`src/logic/flc_pkg.sv`:
```
// Constants, code tables and carrier types of the 4B/5B line coder.
package flc_pkg;

  localparam logic [4:0] CODE_I     = 5'h1F;
  localparam logic [4:0] CODE_J     = 5'h18;
  localparam logic [4:0] CODE_K     = 5'h11;
  localparam logic [4:0] CODE_T     = 5'h0D;
  localparam logic [4:0] CODE_R     = 5'h07;
  localparam logic [4:0] CODE_H     = 5'h04;
  localparam logic [3:0] NIB_START  = 4'h5;
  localparam logic [3:0] NIB_IDLE   = 4'h0;
  localparam logic [3:0] NIB_BAD    = 4'hE;
  localparam int         SYM_BITS   = 5;
  localparam logic [2:0] SYM_LAST   = 3'h4;
  localparam int         LOCK_IDLES = 12;
  localparam int         LOCK_BITS  = LOCK_IDLES * SYM_BITS;
  localparam logic [1:0] STOP_IDLES = 2'h2;
  localparam int         LFSR_W     = 11;
  localparam int         LFSR_TAP_A = 10;
  localparam int         LFSR_TAP_B = 8;
  localparam logic [5:0] SEED_HI    = 6'h2B;
  localparam logic [LFSR_W-1:0] LFSR_RESET = 11'h7FF;

  // Data code-groups, indexed by the nibble they carry.
  localparam logic [15:0][4:0] ENC_TABLE = {
    5'h1D, 5'h1C, 5'h1B, 5'h1A, 5'h17, 5'h16, 5'h13, 5'h12,
    5'h0F, 5'h0E, 5'h0B, 5'h0A, 5'h15, 5'h14, 5'h09, 5'h1E
  };

  typedef enum logic [2:0] {
    K_DATA, K_IDLE, K_J, K_K, K_T, K_R, K_HALT, K_BAD
  } flc_kind_e;

  typedef struct packed {
    logic       en;
    logic       er;
    logic [3:0] d;
  } flc_mii_tx_s;

  typedef struct packed {
    logic       dv;
    logic       er;
    logic [3:0] d;
  } flc_mii_rx_s;

  typedef struct packed {
    logic pos;
    logic neg;
  } flc_mlt_s;

  typedef struct packed {
    flc_kind_e  kind;
    logic [3:0] nib;
  } flc_dec_s;

  function automatic logic [4:0] flc_encode(input logic [3:0] n);
    return ENC_TABLE[n];
  endfunction : flc_encode

  function automatic flc_dec_s flc_decode(input logic [4:0] s);
    flc_dec_s d;
    d.kind = K_BAD;
    d.nib  = NIB_IDLE;
    for (int i = 0; i < 16; i++) begin
      if (ENC_TABLE[i] == s) begin
        d.kind = K_DATA;
        d.nib  = 4'(i);
      end
    end
    unique case (s)
      CODE_I: d.kind = K_IDLE;
      CODE_J: begin
        d.kind = K_J;
        d.nib  = NIB_START;
      end
      CODE_K: begin
        d.kind = K_K;
        d.nib  = NIB_START;
      end
      CODE_T: d.kind = K_T;
      CODE_R: d.kind = K_R;
      CODE_H: d.kind = K_HALT;
      default: ;
    endcase
    return d;
  endfunction : flc_decode

endpackage : flc_pkg

```
`src/logic/flc_lfsr.sv`:
```
// Eleven-bit scrambling sequence generator, closed loop or loaded from data.
`timescale 1ns/1ps
module flc_lfsr #(
  parameter int WIDTH = flc_pkg::LFSR_W,
  parameter int TAP_A = flc_pkg::LFSR_TAP_A,
  parameter int TAP_B = flc_pkg::LFSR_TAP_B
) (
  input  wire logic             clk_in,
  input  wire logic             rst_n_in,
  input  wire logic             step_in,
  input  wire logic             open_in,
  input  wire logic             bit_in,
  input  wire logic             seed_load_in,
  input  wire logic [WIDTH-1:0] seed_in,
  output logic                  key_out
);

  typedef struct packed {
    logic [WIDTH-1:0] sr;
  } flc_lfsr_s;

  flc_lfsr_s st_reg;
  flc_lfsr_s st_next;

  if (TAP_A >= WIDTH || TAP_B >= WIDTH || TAP_A == TAP_B) begin : g_bad
    $error("flc_lfsr: taps must be distinct and inside the register");
  end

  assign key_out = st_reg.sr[TAP_A] ^ st_reg.sr[TAP_B];

  // Open mode shifts in the observed sequence so a receiver can catch up.
  always_comb begin
    st_next = st_reg;
    if (seed_load_in) begin
      st_next.sr = seed_in;
    end else if (step_in) begin
      st_next.sr = {st_reg.sr[WIDTH-2:0], open_in ? bit_in : key_out};
    end
  end

  always_ff @(posedge clk_in or negedge rst_n_in) begin
    if (!rst_n_in) begin
      st_reg <= '{sr: WIDTH'(flc_pkg::LFSR_RESET)};
    end else begin
      st_reg <= st_next;
    end
  end

endmodule : flc_lfsr

```
`src/logic/flc_line_coder.sv`:
```
// 100 Mb/s 4B/5B coder: encode, scramble, NRZI, MLT-3 and the receive path.
`timescale 1ns/1ps
// Summary of operation
// - Each transmit nibble after J/K without error becomes its fixed five-bit data code-group.
// - Code-group 00100 is the halt symbol, sent for errors, never data.
// - Unused codes and control codes inside data are invalid with error.
// - Frame start replaces the first two preamble nibbles with J then K.
// - After J/K every preamble and data nibble without error is sent encoded.
// - When transmit enable drops, T then R close the frame.
// - After T/R idle code-groups run until enable returns.
// - An eleven-bit closed-loop LFSR is XORed onto the serial stream.
// - The scrambler seed is SEED_HI above the five station address straps.
// - The scrambled stream always passes NRZI encoding, no bypass.
// - The NRZI stage also yields the MLT-3 value for loopback.
// - MLT-3 output is two streams whose one events alternate.
// - MLT-3 symbols drive the line; the plain NRZI bit is also emitted on nrzi_out.
// - Receive turns the scrambled MLT-3 stream into nibbles.
// - Received MLT-3 levels are decoded to binary NRZI.
// - Link pulses alone never assert signal detect.
// - Each start delimiter symbol is presented as nibble 0101.
// - Idle and both end symbols are presented as nibble 0000.
// - Descrambler locks only after twelve consecutive idle groups.
// - Symbol alignment is fixed when an idle group followed by J is seen.
// - Decoding stops on T/R or after two idle groups.
module flc_line_coder #(
  parameter int BIT_DIV = 1
) (
  input  wire logic                 ref_clk_in,
  input  wire logic                 rst_n_in,
  input  wire logic [4:0]           station_address_straps_in,
  input  wire flc_pkg::flc_mii_tx_s mii_tx_in,
  input  wire logic                 loopback_in,
  input  wire flc_pkg::flc_mlt_s    line_rx_in,
  output logic                      tx_ack_out,
  output flc_pkg::flc_mlt_s         line_tx_out,
  output logic                      nrzi_out,
  output flc_pkg::flc_mii_rx_s      mii_rx_out,
  output logic                      rx_stb_out,
  output logic                      signal_detect_out
);

  localparam int DIV_W = $clog2(BIT_DIV + 1);

  typedef enum logic [2:0] {
    TX_IDLE, TX_J, TX_K, TX_DATA, TX_T, TX_R
  } flc_tx_e;

  typedef enum logic [2:0] {
    RX_HUNT, RX_K, RX_DATA, RX_END, RX_BAD
  } flc_rx_e;

  typedef struct packed {
    logic [DIV_W-1:0]     div;
    logic                 bit_en;
    logic                 seeded;
    flc_tx_e              txs;
    logic [2:0]           tx_cnt;
    logic [4:0]           tx_sym;
    logic                 tx_ack;
    logic                 nrzi;
    logic [1:0]           mlt_ph;
    flc_pkg::flc_mlt_s    mlt;
    flc_pkg::flc_mlt_s    rx_prev;
    logic                 rx_nrzi;
    logic [9:0]           rx_win;
    logic                 locked;
    logic [5:0]           idle_run;
    flc_rx_e              rxs;
    logic [2:0]           rx_cnt;
    logic [1:0]           rx_idles;
    flc_pkg::flc_mii_rx_s rx;
    logic                 rx_stb;
  } flc_state_s;

  flc_state_s        st_reg;
  flc_state_s        st_next;
  logic              tx_key;
  logic              tx_scr;
  logic              tx_load;
  logic              rx_key;
  logic              rx_sd;
  logic              rx_ud;
  logic              rx_sym_done;
  logic [9:0]        rx_win_next;
  flc_pkg::flc_dec_s rx_dec;
  flc_pkg::flc_mlt_s rx_line;

  if (BIT_DIV < 1) begin : g_bad_div
    $error("flc_line_coder: BIT_DIV must be at least 1");
  end

  flc_lfsr u_tx_lfsr (
    .clk_in       (ref_clk_in),
    .rst_n_in     (rst_n_in),
    .step_in      (st_reg.bit_en && st_reg.seeded),
    .open_in      (1'b0),
    .bit_in       (1'b0),
    .seed_load_in (!st_reg.seeded),
    .seed_in      ({flc_pkg::SEED_HI, station_address_straps_in}),
    .key_out      (tx_key)
  );

  // Until locked the receive generator is loaded with the line bits that
  // an idle stream implies; once locked it runs on its own.
  flc_lfsr u_rx_lfsr (
    .clk_in       (ref_clk_in),
    .rst_n_in     (rst_n_in),
    .step_in      (st_reg.bit_en),
    .open_in      (!st_reg.locked),
    .bit_in       (~rx_sd),
    .seed_load_in (1'b0),
    .seed_in      ('0),
    .key_out      (rx_key)
  );

  assign tx_scr      = st_reg.tx_sym[4] ^ tx_key;
  assign tx_load     = st_reg.bit_en && st_reg.seeded
                       && st_reg.tx_cnt == flc_pkg::SYM_LAST;
  assign rx_line     = loopback_in ? st_reg.mlt : line_rx_in;
  assign rx_sd       = rx_line != st_reg.rx_prev;
  assign rx_ud       = rx_sd ^ rx_key;
  assign rx_win_next = {st_reg.rx_win[8:0], rx_ud};
  assign rx_dec      = flc_pkg::flc_decode(rx_win_next[4:0]);
  assign rx_sym_done = st_reg.bit_en && st_reg.rxs != RX_HUNT
                       && st_reg.rx_cnt == flc_pkg::SYM_LAST;

  always_comb begin
    st_next        = st_reg;
    st_next.tx_ack = 1'b0;
    st_next.rx_stb = 1'b0;
    st_next.seeded = 1'b1;
    if (st_reg.div == '0) begin
      st_next.div    = DIV_W'(BIT_DIV - 1);
      st_next.bit_en = 1'b1;
    end else begin
      st_next.div    = st_reg.div - 1'b1;
      st_next.bit_en = 1'b0;
    end
    // Transmit: shift out one code bit per bit time, MSB first.
    if (st_reg.bit_en && st_reg.seeded) begin
      st_next.tx_sym = {st_reg.tx_sym[3:0], 1'b0};
      st_next.tx_cnt = st_reg.tx_cnt + 3'h1;
      st_next.nrzi   = st_reg.nrzi ^ tx_scr;
      if (tx_scr) begin
        st_next.mlt_ph = st_reg.mlt_ph + 2'h1;
      end
      st_next.mlt.pos = st_next.mlt_ph == 2'h1;
      st_next.mlt.neg = st_next.mlt_ph == 2'h3;
    end
    if (tx_load) begin
      st_next.tx_cnt = 3'h0;
      unique case (st_reg.txs)
        TX_IDLE, TX_R: begin
          if (mii_tx_in.en) begin
            st_next.tx_sym = flc_pkg::CODE_J;
            st_next.txs    = TX_J;
            st_next.tx_ack = 1'b1;
          end else begin
            st_next.tx_sym = flc_pkg::CODE_I;
            st_next.txs    = TX_IDLE;
          end
        end
        TX_J: begin
          st_next.tx_sym = flc_pkg::CODE_K;
          st_next.txs    = TX_K;
          st_next.tx_ack = 1'b1;
        end
        TX_K, TX_DATA: begin
          if (mii_tx_in.en) begin
            st_next.tx_sym = mii_tx_in.er ? flc_pkg::CODE_H
                           : flc_pkg::flc_encode(mii_tx_in.d);
            st_next.txs    = TX_DATA;
            st_next.tx_ack = 1'b1;
          end else begin
            st_next.tx_sym = flc_pkg::CODE_T;
            st_next.txs    = TX_T;
          end
        end
        TX_T: begin
          st_next.tx_sym = flc_pkg::CODE_R;
          st_next.txs    = TX_R;
        end
      endcase
    end
    // Receive: level changes are NRZI transitions; descramble per bit.
    if (st_reg.bit_en) begin
      st_next.rx_prev = rx_line;
      st_next.rx_nrzi = st_reg.rx_nrzi ^ rx_sd;
      st_next.rx_win  = rx_win_next;
      st_next.rx_cnt  = st_reg.rx_cnt + 3'h1;
      if (!st_reg.locked) begin
        st_next.idle_run = rx_ud ? st_reg.idle_run + 6'h01 : 6'h00;
        if (rx_ud && st_reg.idle_run == 6'(flc_pkg::LOCK_BITS - 1)) begin
          st_next.locked = 1'b1;
        end
      end
      if (st_reg.locked && st_reg.rxs == RX_HUNT
          && rx_win_next == {flc_pkg::CODE_I, flc_pkg::CODE_J}) begin
        st_next.rx_cnt   = 3'h0;
        st_next.rxs      = RX_K;
        st_next.rx       = '{dv: 1'b1, er: 1'b0, d: flc_pkg::NIB_START};
        st_next.rx_stb   = 1'b1;
      end
    end
    if (rx_sym_done) begin
      st_next.rx_cnt = 3'h0;
      st_next.rx_stb = 1'b1;
      unique case (st_reg.rxs)
        RX_K: begin
          if (rx_dec.kind == flc_pkg::K_K) begin
            st_next.rx  = '{dv: 1'b1, er: 1'b0, d: flc_pkg::NIB_START};
            st_next.rxs = RX_DATA;
          end else begin
            st_next.rx       = '{dv: 1'b0, er: 1'b1, d: flc_pkg::NIB_BAD};
            st_next.rxs      = RX_BAD;
            st_next.rx_idles = 2'h0;
          end
        end
        RX_DATA: begin
          st_next.rx = '{dv: 1'b1, er: 1'b0, d: rx_dec.nib};
          if (rx_dec.kind == flc_pkg::K_DATA) begin
            st_next.rx_idles = 2'h0;
          end else if (rx_dec.kind == flc_pkg::K_T) begin
            st_next.rx.dv = 1'b0;
            st_next.rxs   = RX_END;
          end else if (rx_dec.kind == flc_pkg::K_IDLE
                       && st_reg.rx_idles == flc_pkg::STOP_IDLES - 2'h1) begin
            st_next.rx    = '{dv: 1'b0, er: 1'b0, d: flc_pkg::NIB_IDLE};
            st_next.rxs   = RX_HUNT;
          end else begin
            st_next.rx.er = 1'b1;
            if (rx_dec.kind == flc_pkg::K_IDLE) begin
              st_next.rx_idles = st_reg.rx_idles + 2'h1;
            end
          end
        end
        RX_END: begin
          st_next.rx  = '{dv: 1'b0, er: 1'b0, d: flc_pkg::NIB_IDLE};
          st_next.rxs = RX_HUNT;
        end
        RX_BAD: begin
          if (rx_dec.kind == flc_pkg::K_IDLE) begin
            st_next.rx_idles = st_reg.rx_idles + 2'h1;
          end else begin
            st_next.rx_idles = 2'h0;
          end
          if (st_next.rx_idles == flc_pkg::STOP_IDLES) begin
            st_next.rx  = '{dv: 1'b0, er: 1'b0, d: flc_pkg::NIB_IDLE};
            st_next.rxs = RX_HUNT;
          end
        end
        default: ;
      endcase
    end
  end

  always_ff @(posedge ref_clk_in or negedge rst_n_in) begin
    if (!rst_n_in) begin
      st_reg        <= '0;
      st_reg.txs    <= TX_IDLE;
      st_reg.rxs    <= RX_HUNT;
      st_reg.tx_sym <= flc_pkg::CODE_I;
      st_reg.tx_cnt <= 3'h0;
    end else begin
      st_reg <= st_next;
    end
  end

  assign tx_ack_out        = st_reg.tx_ack;
  assign line_tx_out       = st_reg.mlt;
  assign nrzi_out          = st_reg.nrzi;
  assign mii_rx_out        = st_reg.rx;
  assign rx_stb_out        = st_reg.rx_stb;
  assign signal_detect_out = st_reg.locked;
endmodule : flc_line_coder

```
`config.mk`:
```
export PLATFORM = sky130hd
export DESIGN_NAME = flc_line_coder
export DESIGN_NICKNAME = d
export VERILOG_FILES = /design/src/logic/flc_pkg.sv /design/src/logic/flc_lfsr.sv /design/src/logic/flc_line_coder.sv
export SDC_FILE = /design/constraint.sdc
export NUM_CORES = 1
export LEC_CHECK = 0
export BUFFER_PORTS_ARGS = -buffer_cell sky130_fd_sc_hd__buf_2
export CAP_MARGIN = 20
export CORE_ASPECT_RATIO = 0.6
export CORE_MARGIN = 8
export CORE_UTILIZATION = 50
export DETAILED_ROUTE_END_ITERATION = 10
export GPL_ROUTABILITY_DRIVEN = 0
export MAX_ROUTING_LAYER = met4
export PLACE_DENSITY = 0.79
export SLEW_MARGIN = 20
export SYNTH_ARGS = -nofsm -noshare
export SYNTH_HDL_FRONTEND = slang
export SYNTH_SLANG_ARGS = --single-unit
```
`constraint.sdc`:
```
create_clock -name ref_clk_in -period 5.3 [get_ports ref_clk_in]
set_input_delay 1.06 -clock ref_clk_in [delete_from_list [all_inputs] [get_ports ref_clk_in]]
set_output_delay 1.06 -clock ref_clk_in [all_outputs]
set_load 0.005 [all_outputs]
```
==> reports/qor.csv, run 1 <==
metric,value,unit
Post-Synthesis Cell Area,0.00381,mm²
CTS tree,done,
Ports,28,
row cnt,24,
max reg flops,30,
Final Hold Fails,0,
critical path peak fanout,12,
CP Data Arrival Time,3.51,ns
number of global-route vias before repair,2618,
Worst slew margin,0.484,
crit path cell chain,buf_2 > mux2i_1 > xnor2_1 > or2_1 > xor2_2 > mux2i_1 > o311a_1 > mux2_1,
core area,0.00733,mm²
Syn Nets,404,
vias per inst,5.46,
hold path depth,2,
Overflow after GRT,0,
crit path from,loopback_in,
clk buf depth,2,
Clock transition at path regs,0.05,ns
post-cts resize count,0,
CTS Hold Bufs,0,
Iteration-0 DRC Markers,265,
CP max stage cell,xor2_2,
layout cells sized above 1,0.253,
Sink Count,73,
Area Growth Syn to Fin,11.5,%
ANT cells,0,
CP Class,input port to flop,
outcome,"finished, final reports clean",
Seq. cell area,0.00186,mm²
"Primary FF master, synth",dfrtp_1,
"commonest non-fill, non-tap cell in the layout",dfrtp_1,
wire per inst,14.7,µm
Worst Hold End,st_reg[41],
CTS H-tree depth,3,
chip height,83.6,µm
Routed Antenna Nets,0,
Tcrit/Tclk final,0.625,
# setup viols final,0,
Final Power,2.44,mW
initial core utilization,0.520,
Power Density,574,mW/mm²
crit path time final,3.31,ns
pin slew with the least headroom to its limit,0.775,ns
RR Endpoint,st_reg[8],
Fill cells,606,
Initial DRT Pass Iterations,5,
Multi-input gate area,0.00172,mm²
Util after Layout,0.580,
worst-case reg-to-reg path depth,7,
Peak VDD IR,0.000247,V
TritonCTS buffer count,9,
worst hold path startpoint,st_reg[41],
RR Startpoint,line_tx_out[0],
Most common cell on crit path,mux2i_1,
Mapped Cells,382,
Remaining DRCs,0,
setup bufs post-CTS,0,
HPWL Detailed,5130,µm
setup TNS,0,ns
mean area per synthesized cell,9.97,µm²
"Slew Viols, Final",0,
Leak,1.82,nW
Yosys cell types,53,
"Clk Latency, worst-skew pair",0.33,ns
worst min-delay path category,flop to flop,
IO buf count,27,
first-pass GRT wire length,12800,µm
Root Driver,clkbuf_16,
most frequent cells in the layout,"45 x dfrtp_1, 31 x nand2_1, 30 x nor2_1",
maxcap violations,0,
r2r setup slk,2.48,ns
initial antenna violation count,0,
largest net degree at the start of global routing,68,
CP endpoint kind,flop,
final net count,416,
GRT Overall Usage,0.149,
CP required,5.50,ns
Die Span X,129,µm
RSZ-0062 raised after global routing,false,
post-synthesis sequential area ratio,0.489,
register bit total from synthesis,73,
Post-synth ARST share,1.00,
"EDFF count, synth",0,
Synth warnings,0,
max incr delay on CP,0.58,ns
DR vias,2747,
crit start category,input port,
final WL,7380,µm
fmax,302,MHz
clk_skew,0.00780,ns
die area,0.0108,mm²
## report_power, final
part           switching (mW)  internal [mW]  leakage, nW  total, mW
clock                   0.220          0.391        0.149      0.610
combinational           0.457          0.374        0.826      0.831
sequential              0.198          0.796        0.845      0.994
total                   0.874           1.56         1.82       2.44
## layer usage
layer	up-vias	part of all wire	global-route usage
met2	76	0.44	0.209
met4	0	0.0016	0.0223
met3	2	0.065	0.0523
met1	1332	0.50	0.206
li1	1337	-	-
met5	-	0	-
## critical path: cells and delay by family
family,cells,cell delay [ns]
AOI/OAI and AO/OA,1,0.41
xor gates and xnor gates,2,0.78
buffers and inverters,1,0.10
muxes,3,0.82
and+or+nand+nor,1,0.34
## cell usage after synthesis, drive strengths merged, types with 4 or more instances
| cell | n | area share |
|---|---|---|
| clkbuf | 13 | 0.013 |
| o21ai | 29 | 0.038 |
| buf | 15 | 0.027 |
| xnor2 | 12 | 0.033 |
| dfrtp | 46 | 0.30 |
| ha | 6 | 0.020 |
| nor2 | 30 | 0.030 |
| inv | 21 | 0.021 |
| nand3 | 13 | 0.017 |
| nand2b | 17 | 0.028 |
| dfstp | 27 | 0.19 |
| o221ai | 4 | 0.0092 |
| nand3b | 4 | 0.0079 |
| mux2 | 25 | 0.074 |
| nor3 | 10 | 0.013 |
| nand2 | 31 | 0.031 |
| a21oi | 23 | 0.030 |
| mux2i | 5 | 0.013 |
## worst max-delay path by stage
stage                end
2_1_floorplan  st_reg[7]
3_3_place_gp   st_reg[8]
3_5_place_dp   st_reg[8]
4_1_cts        st_reg[8]
5_1_grt        st_reg[8]
6_report       st_reg[8]
## cells by family after synthesis
logic type | after synthesis | synth area share
DFF | 73 | 0.489
muxes | 30 | 0.0871
xor gates and xnor gates | 15 | 0.0434
adders and majority gates | 7 | 0.0223
buffers and inverters | 49 | 0.0601
AOI/OAI and AO/OA | 84 | 0.140
and+or+nand+nor | 123 | 0.157
other | 1 | 0.000985
## per-stage QoR
| stage | hold WS, ns | setup slack, ns | std cells | cell area (µm²) |
|---|---|---|---|---|
| floorplan | 0.449 | 2.37 | 382 | 3810 |
| global placement | 0.457 | 1.87 | 487 | 3940 |
| detailed placement | 0.473 | 1.67 | 487 | 3940 |
| CTS | 0.482 | 1.99 | 503 | 4250 |
| global route | 0.494 | 1.88 | 503 | 4250 |
| finish | 0.476 | 1.99 | 503 | 4250 |
## layout make-up
type	instances	share of cell area
Timing Repair Buffer	29	0.0354
Tap cell	104	0.0306
Inverter	21	0.0186
Sequential cell	73	0.438
Clock buffer	12	0.0604
Clock inverter	4	0.0121
Multi-Input combinational cell	260	0.405
No activity file was read; power rests on OpenSTA's default activity.
==> run 2: changes to the inputs <==
- PLACE_DENSITY: 0.79 -> 0.82
- clock period: 5.3 -> 2.95 ns (I/O delays scaled with it)
==> run 2 against run 1 <==
  * Count of clock-buffer cells in the layout grew 2
  * Flip-flop and latch count is the same
  * Critical path type is now flop to flop
  * Utilization grew 0.70 points
  * Wire length grew 10%
  * Critical endpoint is now mii_rx_out[3]
  * Sequential power grew 79%
  * Cell count grew 1.2%
  * Clock power grew 80%
  * Register-to-register slack lost 2.1 ns
==> reports/qor.csv, run 2 (synthesis results as in run 1) <==
metric,value,unit,change
Overflow after GRT,0,,unchanged
chip height,83.6,µm,unchanged
Leak,1.85,nW,+1.5%
Final Power,4.45,mW,+83%
setup bufs post-CTS,0,,unchanged
GRT Overall Usage,0.167,,+0.0171
Area Growth Syn to Fin,12.9,%,
Place WS,0.0847,ns,-1.59 ns
most frequent cells in the layout,"45 x dfrtp_1, 31 x nand2_1, 30 x nor2_1",,
DR vias,2892,,+5.3%
CP endpoint kind,flop,,
placed cell count,493,,+1.2%
largest net degree at the start of global routing,46,,-32%
crit path time final,2.56,ns,
TritonCTS buffer count,9,,unchanged
crit start category,flop,,
Remaining DRCs,0,,unchanged
initial core utilization,0.520,,unchanged
final net count,422,,+1.4%
CTS H-tree depth,3,,unchanged
"commonest non-fill, non-tap cell in the layout",dfrtp_1,,
Util after Layout,0.587,,+0.00700
final std cells w/o fill,509,,+1.2%
Clock transition at path regs,0.05,ns,about the same
RSZ-0062 raised after global routing,false,,
initial antenna violation count,0,,unchanged
max reg flops,30,,unchanged
Iteration-0 DRC Markers,310,,+17%
clk buf depth,2,,unchanged
CP Class,flop to flop,,
outcome,"finished, final reports clean",,
Worst slew margin,0.544,,+0.0606
vias per inst,5.68,,+4.0%
die area,0.0108,mm²,unchanged
Routed Antenna Nets,0,,unchanged
"Slew Viols, Final",0,,unchanged
CTS Hold Bufs,0,,unchanged
first-pass GRT wire length,13700,µm,+6.9%
final worst slack,0.392,ns,-1.60 ns
Tcrit/Tclk final,0.867,,
fmax,391,MHz,
Die Span X,129,µm,unchanged
row cnt,24,,unchanged
CP required,3.17,ns,-2.33 ns
ANT cells,0,,unchanged
worst min-delay path category,input port to asynchronous set/reset pin,,
Initial DRT Pass Iterations,5,,unchanged
Root Driver,clkbuf_16,,
Power Density,1040,mW/mm²,+81%
Peak VDD IR,0.000364,V,+47%
CP Data Arrival Time,2.78,ns,-0.73 ns
wire per inst,16.0,µm,+8.9%
IO buf count,27,,unchanged
Sink Count,73,,unchanged
clk_skew,0.00493,ns,-0.00287 ns
"Clk Latency, worst-skew pair",0.34,ns,about the same
Ports,28,,unchanged
critical path peak fanout,11,,-1
number of global-route vias before repair,2704,,+3.3%
core area,0.00733,mm²,unchanged
CTS tree,done,,
final WL,8130,µm,+10%
HPWL Detailed,5660,µm,+10%
maxcap violations,0,,unchanged
post-cts resize count,0,,unchanged
layout cells sized above 1,0.259,,+0.00613
# setup viols final,0,,unchanged
Final Hold Fails,0,,unchanged
setup TNS,0,ns,unchanged
Fill cells,601,,-0.83%
pin slew with the least headroom to its limit,0.684,ns,-0.0909 ns
[run 2: worst paths after layout]
check | slack, ns | from | to | cells past startpoint
worst max-delay path | 0.39 | st_reg[14] | mii_rx_out[3] | 6
worst min-delay path | 0.29 | rst_n_in | st_reg[50] | 1
worst max register to register | 0.39 | st_reg[14] | mii_rx_out[3] | 6
worst min register to register | 0.47 | nrzi_out | nrzi_out | 1
max in group asynchronous | 1.94 | rst_n_in | u_tx_lfsr.st_reg[3] | 2
min in group ref_clk_in | 0.47 | station_address_straps_in[0] | u_tx_lfsr.st_reg[0] | 3
[run 2: final cells by class]
type | instances | area [µm²] | area share
inverters | 21 | 78.8 | 0.0183
multi-input cells | 260 | 1720 | 0.400
clock inverters | 2 | 37.5 | 0.00873
flip-flops and latches | 73 | 1860 | 0.433
well taps | 104 | 130 | 0.0303
repair buffers | 35 | 208 | 0.0483
clock buffers | 14 | 264 | 0.0614
[run 2: report_power, final]
| part | internal [mW] | switching [mW] | total (mW) | leakage, nW |
|---|---|---|---|---|
| combinational | 0.715 | 0.852 | 1.57 | 0.859 |
| sequential | 1.43 | 0.354 | 1.78 | 0.845 |
| clock | 0.701 | 0.399 | 1.10 | 0.143 |
[run 2: per-stage QoR]
step                hold WS, ns  cell area (µm²)
floorplan                 0.294             3810
global placement          0.460             4000
detailed placement        0.465             4000
CTS                       0.297             4300
global route              0.336             4300
finish                    0.290             4300
[run 2: critical path, stage by stage, from the launching register on]
cell     delay (ns)
dfrtp_1        0.51
nor3_1         0.55
nand3_1        0.16
nor3_1         0.40
nand4_1        0.44
a22oi_1        0.31
a21oi_1        0.07
[run 2: routing by layer]
metal	part of all wire	GRT usage	vias to the layer above
li1	-	-	1359
met4	0.016	0.0583	0
met5	0	-	-
met1	0.47	0.228	1388
met2	0.42	0.215	132
met3	0.097	0.0657	13
